`config.mk`:
```
export PLATFORM = sky130hd
export DESIGN_NAME = dcibs_top
export DESIGN_NICKNAME = d
export VERILOG_FILES = /design/src/inc/dcibs_pkg.sv /design/src/rtl/dcibs_top.sv
export VERILOG_INCLUDE_DIRS = /design/src /design/src/inc
export SDC_FILE = /design/constraint.sdc
export NUM_CORES = 1
export LEC_CHECK = 0
export ABC_AREA = 1
export BUFFER_PORTS_ARGS = -buffer_cell sky130_fd_sc_hd__buf_2
export CORE_ASPECT_RATIO = 1.4
export CORE_MARGIN = 2
export CORE_UTILIZATION = 25
export CTS_CLUSTER_SIZE = 16
export DETAILED_ROUTE_END_ITERATION = 10
export PLACE_DENSITY = 0.5
export REMOVE_ABC_BUFFERS = 1
export SYNTH_ARGS = -nofsm -noshare
export SYNTH_HDL_FRONTEND = slang
export SYNTH_SLANG_ARGS = --single-unit
```
`constraint.sdc`:
```
create_clock -name clk -period 9 [get_ports clk]
set_input_delay 0.9 -clock clk [delete_from_list [all_inputs] [get_ports clk]]
set_output_delay 0.9 -clock clk [all_outputs]
set_load 0.01 [all_outputs]
```
`src/inc/dcibs_consts.svh`:
```
`ifndef DCIBS_CONSTS_SVH
`define DCIBS_CONSTS_SVH

// ****************************************
// Timing
// ****************************************
`define DCIBS_CLK_MHZ 100
`define DCIBS_INIT_TIME_US 20000
`define DCIBS_QUAL_TIME_US 750
`define DCIBS_QUAL_MAX_US 1000
`define DCIBS_INIT_CYCLES (`DCIBS_INIT_TIME_US * `DCIBS_CLK_MHZ)
`define DCIBS_QUAL_CYCLES (`DCIBS_QUAL_TIME_US * `DCIBS_CLK_MHZ)
`define DCIBS_US_CYCLES (`DCIBS_CLK_MHZ)

// ****************************************
// Register offsets
// ****************************************
`define DCIBS_ADDR_ONOFF 12'h000
`define DCIBS_ADDR_VOUT_A 12'h004
`define DCIBS_ADDR_VOUT_B 12'h008
`define DCIBS_ADDR_RATE 12'h00c
`define DCIBS_ADDR_VMAX 12'h010
`define DCIBS_ADDR_STATUS 12'h014
`define DCIBS_ADDR_SETPT 12'h018

// ****************************************
// Fields and reset values
// ****************************************
`define DCIBS_ONOFF_USE_PIN 0
`define DCIBS_ONOFF_USE_SOFT 1
`define DCIBS_ONOFF_SOFT_ON 2
`define DCIBS_ONOFF_RST 8'h11
`define DCIBS_RATE_RST 8'h01
`define DCIBS_VMAX_RST 16'h05dc
`define DCIBS_SCALE_THRESH_MV 16'h074e
`define DCIBS_STRAP_BASE_MV 16'h00fa
`define DCIBS_STRAP_STEP_MV 16'h0005
`define DCIBS_ST_INIT 0
`define DCIBS_ST_MEMFAIL 1
`define DCIBS_ST_SCALE 2
`define DCIBS_ST_CH0 4
`define DCIBS_ST_CH1 12

`endif

```
`src/inc/dcibs_pkg.sv`:
```
package dcibs_pkg;

    typedef enum logic {
        INIT_RUN = 1'b0,
        INIT_DONE = 1'b1
    } dcibs_init_e;

    // Gray along idle, qualify, ramp, run
    typedef enum logic [2:0] {
        CH_IDLE = 3'h0,
        CH_QUAL = 3'h1,
        CH_RAMP = 3'h3,
        CH_RUN = 3'h2,
        CH_FAULT = 3'h6
    } dcibs_chst_e;

    typedef struct packed {
        dcibs_chst_e st;
        logic [16:0] qualCnt;
        logic [15:0] target;
        logic [15:0] setpoint;
        logic senseFault;
        logic pwm;
        logic pg;
    } dcibs_chan_s;

    typedef struct packed {
        dcibs_init_e init;
        logic [21:0] initCnt;
        logic [6:0] usCnt;
        logic [7:0] onOff;
        logic [7:0] rate;
        logic [15:0] voutMax;
        logic scaleEn;
        logic memFail;
        logic [15:0] bootA;
        logic [15:0] bootB;
        dcibs_chan_s [1:0] ch;
        logic [31:0] prdata;
        logic pslverr;
    } dcibs_state_s;

endpackage

```
`src/rtl/dcibs_top.sv`:
```
`timescale 1ns/1ns
`default_nettype none
`include "dcibs_consts.svh"

module dcibs_top
    import dcibs_pkg::*;
#(
    parameter int INIT_CYCLES = `DCIBS_INIT_CYCLES,
    parameter int QUAL_CYCLES = `DCIBS_QUAL_CYCLES
) (
    // Clock and reset
    input wire logic clk,
    input wire logic rst,
    // APB slave
    input wire logic psel,
    input wire logic penable,
    input wire logic pwrite,
    input wire logic [11:0] paddr,
    input wire logic [31:0] pwdata,
    output logic [31:0] prdata,
    output logic pready,
    output logic pslverr,
    // Initialisation inputs
    input wire logic memSelfTestFail,
    input wire logic [7:0] chanABootStrapPin,
    input wire logic strapOverrideSetting,
    input wire logic [15:0] nonvolatileStoreVoutA,
    input wire logic [15:0] nonvolatileStoreVoutB,
    input wire logic [1:0] senseOpen,
    input wire logic [1:0] senseShort,
    // Channel inputs, index 0 is channel A
    input wire logic chanAEnablePin,
    input wire logic chanBEnablePin,
    input wire logic [1:0] stageInputAboveOn,
    input wire logic [1:0] driverSupplyLowFault,
    input wire logic [1:0] faultShutdown,
    input wire logic [1:0] avsVoutValid,
    input wire logic [1:0][15:0] avsVout,
    // Channel outputs
    output logic [1:0] pwmEnable,
    output logic [1:0] pwmOen,
    output logic chanAPowerGood,
    output logic chanBPowerGood,
    output logic [1:0][15:0] setpoint,
    output logic senseScaleEn,
    output logic initDone
);

    // ****************************************
    // Bus decode
    // ****************************************
    dcibs_state_s q;
    dcibs_state_s next_q;
    logic [1:0] enPin;
    logic [1:0] enCond;
    logic setupPh;
    logic wrAcc;
    logic [1:0] wrVout;
    logic usTick;
    logic [15:0] strapBoot;

    assign enPin = {chanBEnablePin, chanAEnablePin};
    assign setupPh = psel && !penable;
    // Writes refused until initialisation completes
    assign wrAcc = psel && penable && pwrite && (q.init == INIT_DONE);
    assign wrVout[0] = wrAcc && (paddr == `DCIBS_ADDR_VOUT_A);
    assign wrVout[1] = wrAcc && (paddr == `DCIBS_ADDR_VOUT_B);
    assign usTick = (q.usCnt == 7'(`DCIBS_US_CYCLES - 1));
    assign strapBoot = `DCIBS_STRAP_BASE_MV
        + 16'(chanABootStrapPin) * `DCIBS_STRAP_STEP_MV;

    // ****************************************
    // Enable condition per channel
    // ****************************************
    genvar g;
    generate
        for (g = 0; g < 2; g++) begin : gen_en
            logic usePin;
            logic useSoft;
            logic softOn;
            assign usePin = q.onOff[4 * g + `DCIBS_ONOFF_USE_PIN];
            assign useSoft = q.onOff[4 * g + `DCIBS_ONOFF_USE_SOFT];
            assign softOn = q.onOff[4 * g + `DCIBS_ONOFF_SOFT_ON];
            // Neither source selected means never on
            assign enCond[g] = (!usePin || enPin[g]) && (!useSoft || softOn)
                && (usePin || useSoft);
        end
    endgenerate

    // ****************************************
    // Next state
    // ****************************************
    always_comb begin
        logic [15:0] diff;
        logic [15:0] step;
        logic [11:0] rdAddr;
        next_q = q;
        diff = 16'h0000;
        step = 16'h0000;
        rdAddr = paddr;
        next_q.usCnt = usTick ? 7'h00 : q.usCnt + 7'h01;
        next_q.scaleEn = (q.voutMax > `DCIBS_SCALE_THRESH_MV);

        // One pass only: nothing but rst returns to INIT_RUN
        if (q.init == INIT_RUN) begin
            next_q.initCnt = q.initCnt + 22'h000001;
            if (q.initCnt == 22'(INIT_CYCLES - 1)) begin
                next_q.init = INIT_DONE;
                next_q.memFail = memSelfTestFail;
                next_q.bootA = strapOverrideSetting ? nonvolatileStoreVoutA
                    : strapBoot;
                next_q.bootB = nonvolatileStoreVoutB;
                for (int i = 0; i < 2; i++) begin
                    next_q.ch[i].senseFault = senseOpen[i] || senseShort[i];
                end
            end
        end

        // Read data and error latched in setup, presented in access
        if (setupPh) begin
            next_q.pslverr = (q.init == INIT_RUN);
            next_q.prdata = 32'h00000000;
            case (rdAddr)
                `DCIBS_ADDR_ONOFF: next_q.prdata = {24'h000000, q.onOff};
                `DCIBS_ADDR_VOUT_A: next_q.prdata = {16'h0000, q.ch[0].target};
                `DCIBS_ADDR_VOUT_B: next_q.prdata = {16'h0000, q.ch[1].target};
                `DCIBS_ADDR_RATE: next_q.prdata = {24'h000000, q.rate};
                `DCIBS_ADDR_VMAX: next_q.prdata = {16'h0000, q.voutMax};
                `DCIBS_ADDR_STATUS: begin
                    next_q.prdata[`DCIBS_ST_INIT] = (q.init == INIT_DONE);
                    next_q.prdata[`DCIBS_ST_MEMFAIL] = q.memFail;
                    next_q.prdata[`DCIBS_ST_SCALE] = q.scaleEn;
                    next_q.prdata[`DCIBS_ST_CH0 +: 8] = {q.ch[0].pg, q.ch[0].pwm,
                        q.ch[0].senseFault, 2'h0, q.ch[0].st};
                    next_q.prdata[`DCIBS_ST_CH1 +: 8] = {q.ch[1].pg, q.ch[1].pwm,
                        q.ch[1].senseFault, 2'h0, q.ch[1].st};
                end
                `DCIBS_ADDR_SETPT: next_q.prdata = {q.ch[1].setpoint, q.ch[0].setpoint};
                default: next_q.pslverr = 1'b1;
            endcase
        end

        if (wrAcc && !q.pslverr) begin
            case (paddr)
                `DCIBS_ADDR_ONOFF: next_q.onOff = pwdata[7:0];
                `DCIBS_ADDR_RATE: next_q.rate = pwdata[7:0];
                `DCIBS_ADDR_VMAX: next_q.voutMax = pwdata[15:0];
                default: next_q.onOff = q.onOff;
            endcase
        end

        // Independent machine per channel
        for (int i = 0; i < 2; i++) begin
            case (q.ch[i].st)
                CH_IDLE: begin
                    next_q.ch[i].pwm = 1'b0;
                    next_q.ch[i].pg = 1'b0;
                    next_q.ch[i].qualCnt = 17'h00000;
                    if (q.init == INIT_DONE && enCond[i] && !q.ch[i].senseFault) begin
                        next_q.ch[i].st = CH_QUAL;
                    end
                end
                CH_QUAL: begin
                    if (!enCond[i]) begin
                        next_q.ch[i].st = CH_IDLE;
                    end else if (!stageInputAboveOn[i] || driverSupplyLowFault[i]) begin
                        // Any dropout restarts the full qualification window
                        next_q.ch[i].qualCnt = 17'h00000;
                    end else if (q.ch[i].qualCnt == 17'(QUAL_CYCLES - 1)) begin
                        next_q.ch[i].st = CH_RAMP;
                        next_q.ch[i].pwm = 1'b1;
                        next_q.ch[i].setpoint = 16'h0000;
                        next_q.ch[i].target = (i == 0) ? q.bootA : q.bootB;
                    end else begin
                        next_q.ch[i].qualCnt = q.ch[i].qualCnt + 17'h00001;
                    end
                end
                CH_RAMP, CH_RUN: begin
                    if (q.ch[i].setpoint < q.ch[i].target) begin
                        diff = q.ch[i].target - q.ch[i].setpoint;
                    end else begin
                        diff = q.ch[i].setpoint - q.ch[i].target;
                    end
                    step = (diff > {8'h00, q.rate}) ? {8'h00, q.rate} : diff;
                    if (usTick) begin
                        if (q.ch[i].setpoint < q.ch[i].target) begin
                            next_q.ch[i].setpoint = q.ch[i].setpoint + step;
                        end else begin
                            next_q.ch[i].setpoint = q.ch[i].setpoint - step;
                        end
                    end
                    if (q.ch[i].st == CH_RAMP && q.ch[i].setpoint == q.ch[i].target) begin
                        next_q.ch[i].st = CH_RUN;
                        next_q.ch[i].pg = 1'b1;
                    end
                    if (q.ch[i].st == CH_RUN) begin
                        // Bus write wins over a same-cycle adaptive command
                        if (wrVout[i] && !q.pslverr) begin
                            next_q.ch[i].target = pwdata[15:0];
                        end else if (avsVoutValid[i]) begin
                            next_q.ch[i].target = avsVout[i];
                        end
                    end
                    if (faultShutdown[i]) begin
                        next_q.ch[i].st = CH_FAULT;
                        next_q.ch[i].pwm = 1'b0;
                        next_q.ch[i].pg = 1'b0;
                    end else if (!enCond[i]) begin
                        next_q.ch[i].st = CH_IDLE;
                        next_q.ch[i].pwm = 1'b0;
                        next_q.ch[i].pg = 1'b0;
                    end
                end
                CH_FAULT: begin
                    next_q.ch[i].pwm = 1'b0;
                    next_q.ch[i].pg = 1'b0;
                    // Restart needs a fresh enable and full qualification
                    if (!enCond[i]) begin
                        next_q.ch[i].st = CH_IDLE;
                    end
                end
                default: next_q.ch[i].st = CH_IDLE;
            endcase
        end
    end

    always_ff @(posedge clk) begin
        if (rst) begin
            q <= '0;
            q.init <= INIT_RUN;
            q.onOff <= `DCIBS_ONOFF_RST;
            q.rate <= `DCIBS_RATE_RST;
            q.voutMax <= `DCIBS_VMAX_RST;
        end else begin
            q <= next_q;
        end
    end

    // ****************************************
    // Outputs
    // ****************************************
    assign prdata = q.prdata;
    assign pready = psel && penable;
    assign pslverr = psel && penable && q.pslverr;
    // Modulation pins released until initialisation completes
    assign pwmOen = {2{q.init == INIT_RUN}};
    assign pwmEnable = {q.ch[1].pwm, q.ch[0].pwm};
    assign chanAPowerGood = q.ch[0].pg;
    assign chanBPowerGood = q.ch[1].pg;
    assign setpoint = {q.ch[1].setpoint, q.ch[0].setpoint};
    assign senseScaleEn = q.scaleEn;
    assign initDone = (q.init == INIT_DONE);

    generate
        for (g = 0; g < 2; g++) begin : gen_chk

        end
    endgenerate
endmodule // dcibs_top

`default_nettype wire

```
; Word level (Yosys, flattened, before mapping)
; Cells that the tools add are included.
[word_totals]
ff_bits = 239
word_cells = 237
[classes]
add_sub_neg = 13
n_bitwise = 1
multipliers = 1
n_mux = 72
reduce_logical = 73
n_eq_ne = 46
order_cmp = 5
[op_table]
columns = op, n
row1 = 16-bit two-way mux, 17
row2 = 32-bit two-way mux, 4
row3 = 32-bit one-hot mux with 2 select lines, 2
row4 = 16-bit one-hot mux with 7 select lines, 1
row5 = 49-bit two-way mux, 2
row6 = 16-bit subtractor, 6
row7 = 17-bit two-way mux, 4
row8 = 17-bit one-hot mux with 2 select lines, 2
row9 = 3-bit two-way mux, 16
row10 = 12-bit by 5-bit equality test with 1-bit output (second input constant), 3
row11 = 17-bit by 1-bit adder with 17-bit output (second input constant), 2
row12 = 17-bit equality test (second input constant), 2
row13 = 16-bit adder, 2
row14 = 16-bit equality test, 2
row15 = 16-bit by 8-bit > comparator with 1-bit output, 2
row16 = 16-bit less-than comparator, 2
row17 = 3-bit inequality test (second input constant), 10
row18 = 5-bit AND reduction, 6
row19 = 2-bit inequality test (second input constant), 14
row20 = 12-bit by 4-bit equality test with 1-bit output (second input constant), 2
row21 = 3-bit one-hot mux with 4 select lines, 2
row22 = 23-bit two-way mux, 1
row23 = 22-bit by 1-bit adder with 22-bit output (second input constant), 1
row24 = 22-bit by 21-bit equality test with 1-bit output (second input constant), 1
row25 = 30 further kinds, 105

; Logic depth before layout (Yosys ltp)
[depth]
depth_word = 9
mapped_depth = 53
mapped_depth_nobuf = 51

; Least setup slack after synthesis
; Ideal clock, no wire load.
[synth_path]
kind = register to register
from = reg q, in the netlist setpoint[16]
to = reg q, in the netlist setpoint[30]
setup_slack_ns = 2.782
setup_time_ns = 0.132
path_stages_with_launch = 47
t_arrival_ns = 6.085
cell_sequence = dfxtp_1 inv_1 ha_1 inv_1 fa_1 nand2_1 nand2_2 nand2_2 nand2_4 nand2_2 nand4_4 buf_6 or2_1 o21ai_1 xor2_1 inv_1 ha_1 nand2_1 [11 not listed] inv_1 nand3_1 nand2_1 a21oi_1 o21bai_1 nand2_1 nand2_1 a21oi_1 nor2_1 nor2_1 o21bai_1 nand3_1 nand2_1 nand2_1 a21oi_1 o21ai_0 nand3_1 a21oi_1
[synth_between]
elab_chain_cells = 9
elab_cells_between_ends = 12
[synth_rtl]
columns = element, line
row1 = "start, declared", dcibs_top.sv:52  ; dcibs_state_s q;
row2 = "start signal, assigned", dcibs_top.sv:235  ; q <= next_q;
row3 = 16-bit subtractor (tied with other cells), dcibs_top.sv:182  ; diff = q.ch[i].setpoint - q.ch[i].target;
row4 = 16-bit two-way mux, dcibs_top.sv:179  ; if (q.ch[i].setpoint < q.ch[i].target) begin
row5 = 16-bit two-way mux, dcibs_top.sv:154  ; case (q.ch[i].st)
row6 = 16-bit by 8-bit > comparator with 1-bit output, dcibs_top.sv:184  ; step = (diff > {8'h00, q.rate}) ? {8'h00, q.rate} : diff;
row7 = 16-bit two-way mux, dcibs_top.sv:184
row8 = 16-bit subtractor or 16-bit adder (tied branches), "dcibs_top.sv:189, dcibs_top.sv:187"
row9 = 16-bit two-way mux (*), dcibs_top.sv:186  ; if (q.ch[i].setpoint < q.ch[i].target) begin
row10 = 16-bit two-way mux (*), dcibs_top.sv:185  ; if (usTick) begin
row11 = 32-bit one-hot mux with 2 select lines (*), dcibs_top.sv:154
; Every way passes the cells marked *; elsewhere a longest branch is shown, timed or not. The select of a mux whose other input is x is not followed.
; A chain may end at the register's enable or synchronous reset.

; Worst setup path after layout
; Same ends and word-level chain as after synthesis.

==> flow_summary.ini <==
[power]
swShare_pct = 52.66
intPower_mw = 3.426
peakVddDrop_mv = 0.1869
p_comb_share_pct = 65.9
p_leak_nw = 9.479
power_density_nw_per_um2 = 347.7
switchingPower_mw = 3.810
seqPwrFrac_pct = 17.5
pwr-share-clk_pct = 16.6

[die]
die_w_um = 232.5
pin_count = 211
num_rows = 117
core_area_um2 = 72610
die_h_um = 323.9
start_util_pct = 25.17
dieArea_um2 = 75310

[drt]
vias = 18350
drt_iter0_drc = 1053
routedWlPerCell_um = 18.22
drc = 0
drt-total-wl_mm = 70.38
drt-pass1-iter-count = 5
vias_per_cell = 4.752
antenna_left = 0

[global_routing]
grt_max_degree = 65
antenna_found_initial = 1
overflow = 0
grt_pass1_vias = 17960
grt_usage_pct = 18.51
grt_first_pass_wirelength_mm = 106.2

[logic_synthesis]
synth_cells = 2783
yosysWarningCount = 0
async_flop_share_pct = 0
synth_xor_area_share_pct = 1.965
synth_compound_area_share_pct = 20.61
synth_top_family_by_area = simple AND/OR/NAND/NOR gates
synth.avg_cell_area_um2 = 6.567
synthAdderAreaFrac_pct = 9.695
ys_ff_latch = 239
synth-seq-area-share_pct = 26.18
synth.area.mux_share_pct = 0
ys_types = 66
yosys.area_share.simple_pct = 27.76
synth_area_um2 = 18280
synth_edf_count = 0
synth_ff_type = dfxtp_1

[place]
dp_cells = 3808
gp_congestion = 0.9554
io_buffers = 194
post-dp-hpwl_mm = 56.50

[setup_path]
slowest_stage = o41ai_1
critical_path_arrival_ns = 8.25
critPathMaxFanout = 22
max_stage_delay_ns = 0.63
cp.required_ns = 9.52
worst_setup_path_end_kind = flip-flop
cpMostUsedCell = nand2_1
startpoint_type = flip-flop
critical_path_class = reg -> reg

[cells_and_area]
area_growth_pct = 13.88
layout.nets = 3161
final_cells = 3862
layout-drive-gt1-share_pct = 13.61
antenna_cells = 0

[worst_hold_path]
hold_path_class = reg -> reg

[clocking]
cts_made_buffers = 31
cts.repair.resized = 0
tritoncts = built
cts-root-buf = clkbuf_16
clkSinkCount = 239
clkLatencyLatePin_ns = 0.60
cts.path.max_buffers = 3
hold_buffers = 0
post_cts_buffers = 0
clkSlewWorstSetupHoldPaths_ns = 0.06
htree_levels = 1

[timing]
fmax_ghz = 0.1295
period_share_pct = 85.81
final_max_slew_viol_count = 0
hold_viol = 0
rsz0062_at_grt = false
finClkSkew_ns = 0.01732
setup_viol = 0
fin_tns_setup_ns = 0
min_period_ns = 7.723
tightest_slew_ns = 1.282
max_slew_margin_pct = 13.76

[outcome]
status = finished, final reports clean

[job]
cap_violations = 0
per-stage QoR:
| step | area (µm²) | utilization (%) | power, mW | setup slack, ns | hold WS [ns] |
|---|---|---|---|---|---|
| after floorplan | 17390 | - | 4.796 | 2.724 | 0.4175 |
| after global placement | 19830 | 27.32 | 5.997 | 1.288 | 0.4361 |
| after detailed placement | 19830 | 27.32 | 6.027 | 1.270 | 0.4469 |
| after CTS | 20810 | 28.66 | 7.273 | 1.226 | 0.4585 |
| after global routing | 20810 | 28.66 | 7.960 | 0.5015 | 0.4765 |
| final | 20810 | 28.66 | 7.236 | 1.277 | 0.4546 |
layout by cell type, fill, tap and decap left out, types with 10 or more instances in the layout:
cell type / count
nand2_1: 618
inv_1: 415
dfxtp_1: 239
a21oi_1: 221
nor2_1: 213
o21ai_0: 195
buf_2: 193
ha_1: 124
nand3_1: 115
a31oi_1: 46
o211ai_1: 41
buf_4: 34
nor3_1: 32
clkbuf_16: 31
nand2_2: 30
o22ai_1: 30
xor2_1: 27
nand4_1: 26
or2_2: 19
o21bai_1: 16
nor4_1: 16
xnor2_1: 14
a211oi_1: 14
fa_1: 11
inv_2: 10
layer usage:
metal  vias to the layer above  wire length, µm  GRT usage (%)
met5                         -                0              0
met4                         0             2654          6.907
met3                        99             3581          2.690
met2                       419            35220          34.09
met1                      8529            28920          21.47
li1                       9305                -              -
cell type report:
cell class,count,area (µm²)
clock buffer,45,918.4
clock inverter,9,58.81
fill,8255,51800
inverter,434,1633
multi-input combinational,1956,11000
sequential,239,4785
tap,952,1191
timing repair buffer,227,1221
synthesized netlist by cell type (all sizes together), types with 2 or more instances:
library cell	number	area, µm²
and2	2	12.51
a31o	2	17.52
o41ai	8	70.07
nor2	232	980.9
o21a	8	60.06
o22ai	30	187.7
or2	22	137.6
nand3b	9	67.56
xnor2	14	122.6
o21bai	16	120.1
o21ai	208	1060
a211oi	15	112.6
a21boi	3	22.52
o211ai	41	307.8
nor3b	4	30.03
a21o	4	30.03
a221oi	7	67.56
o221ai	5	43.79
inv	427	1605
clkinv	7	26.28
clkbuf	66	249.0
xor2	27	236.5
fa	11	220.2
buf	88	639.3
and3	3	18.77
a32oi	3	26.28
o211a	6	60.06
nand3	128	743.2
nand4	27	183.9
dfxtp	239	4785
a31oi	46	287.8
nor3	36	195.2
o31ai	9	67.56
nand2	654	2575
a21oi	226	1157
o2111ai	3	26.28
ha	124	1551
nor4	18	127.6
worst paths after layout:
check	start	to	slack, ns	cells after the start
worst max-delay path	setpoint[16]	setpoint[30]	1.28	46
worst min-delay path	q[173]	q[173]	0.45	2
worst max register to register	setpoint[16]	setpoint[30]	1.28	46
worst min register to register	q[173]	q[173]	0.45	2
registers in the layout, indices dropped and copies added, names as in the netlist:
register,flops
pwmEnable,2
chanAPowerGood,1
senseScaleEn,1
chanBPowerGood,1
gen_en.useSoft,2
setpoint,32
prdata,32
gen_en.usePin,2
gen_en.softOn,2
q,163
initDone,1
cells by family (layout without fill, tap and decap cells):
group                    count (synthesis)  in the layout
AO/OA/AOI/OAI                          645            645
adder cells (fa/ha/maj)                135            135
AND/OR/NAND/NOR                       1135           1135
buffers and inverters                  588            715
flip-flops                             239            239
XOR/XNOR                                41             41
power groups by stage:
stage / registers, mW / clock network, mW / logic [mW]
2_1_floorplan: 1.24 / 0 / 3.56
3_3_place_gp: 1.28 / 0 / 4.71
3_5_place_dp: 1.28 / 0 / 4.74
4_1_cts: 1.26 / 1.25 / 4.77
5_1_grt: 1.27 / 1.29 / 5.40
6_report: 1.26 / 1.20 / 4.77
critical path, delay by kind of cell (launching register included):
family | cells | cell delay [ns]
and+or+nand+nor | 24 | 2.94
AOI/OAI and AO/OA | 10 | 1.79
adders and majority gates | 5 | 1.65
buffers and inverters | 6 | 0.53
DFF | 1 | 0.39
xor gates and xnor gates | 1 | 0.34
Power figures use the tool's default switching activity.
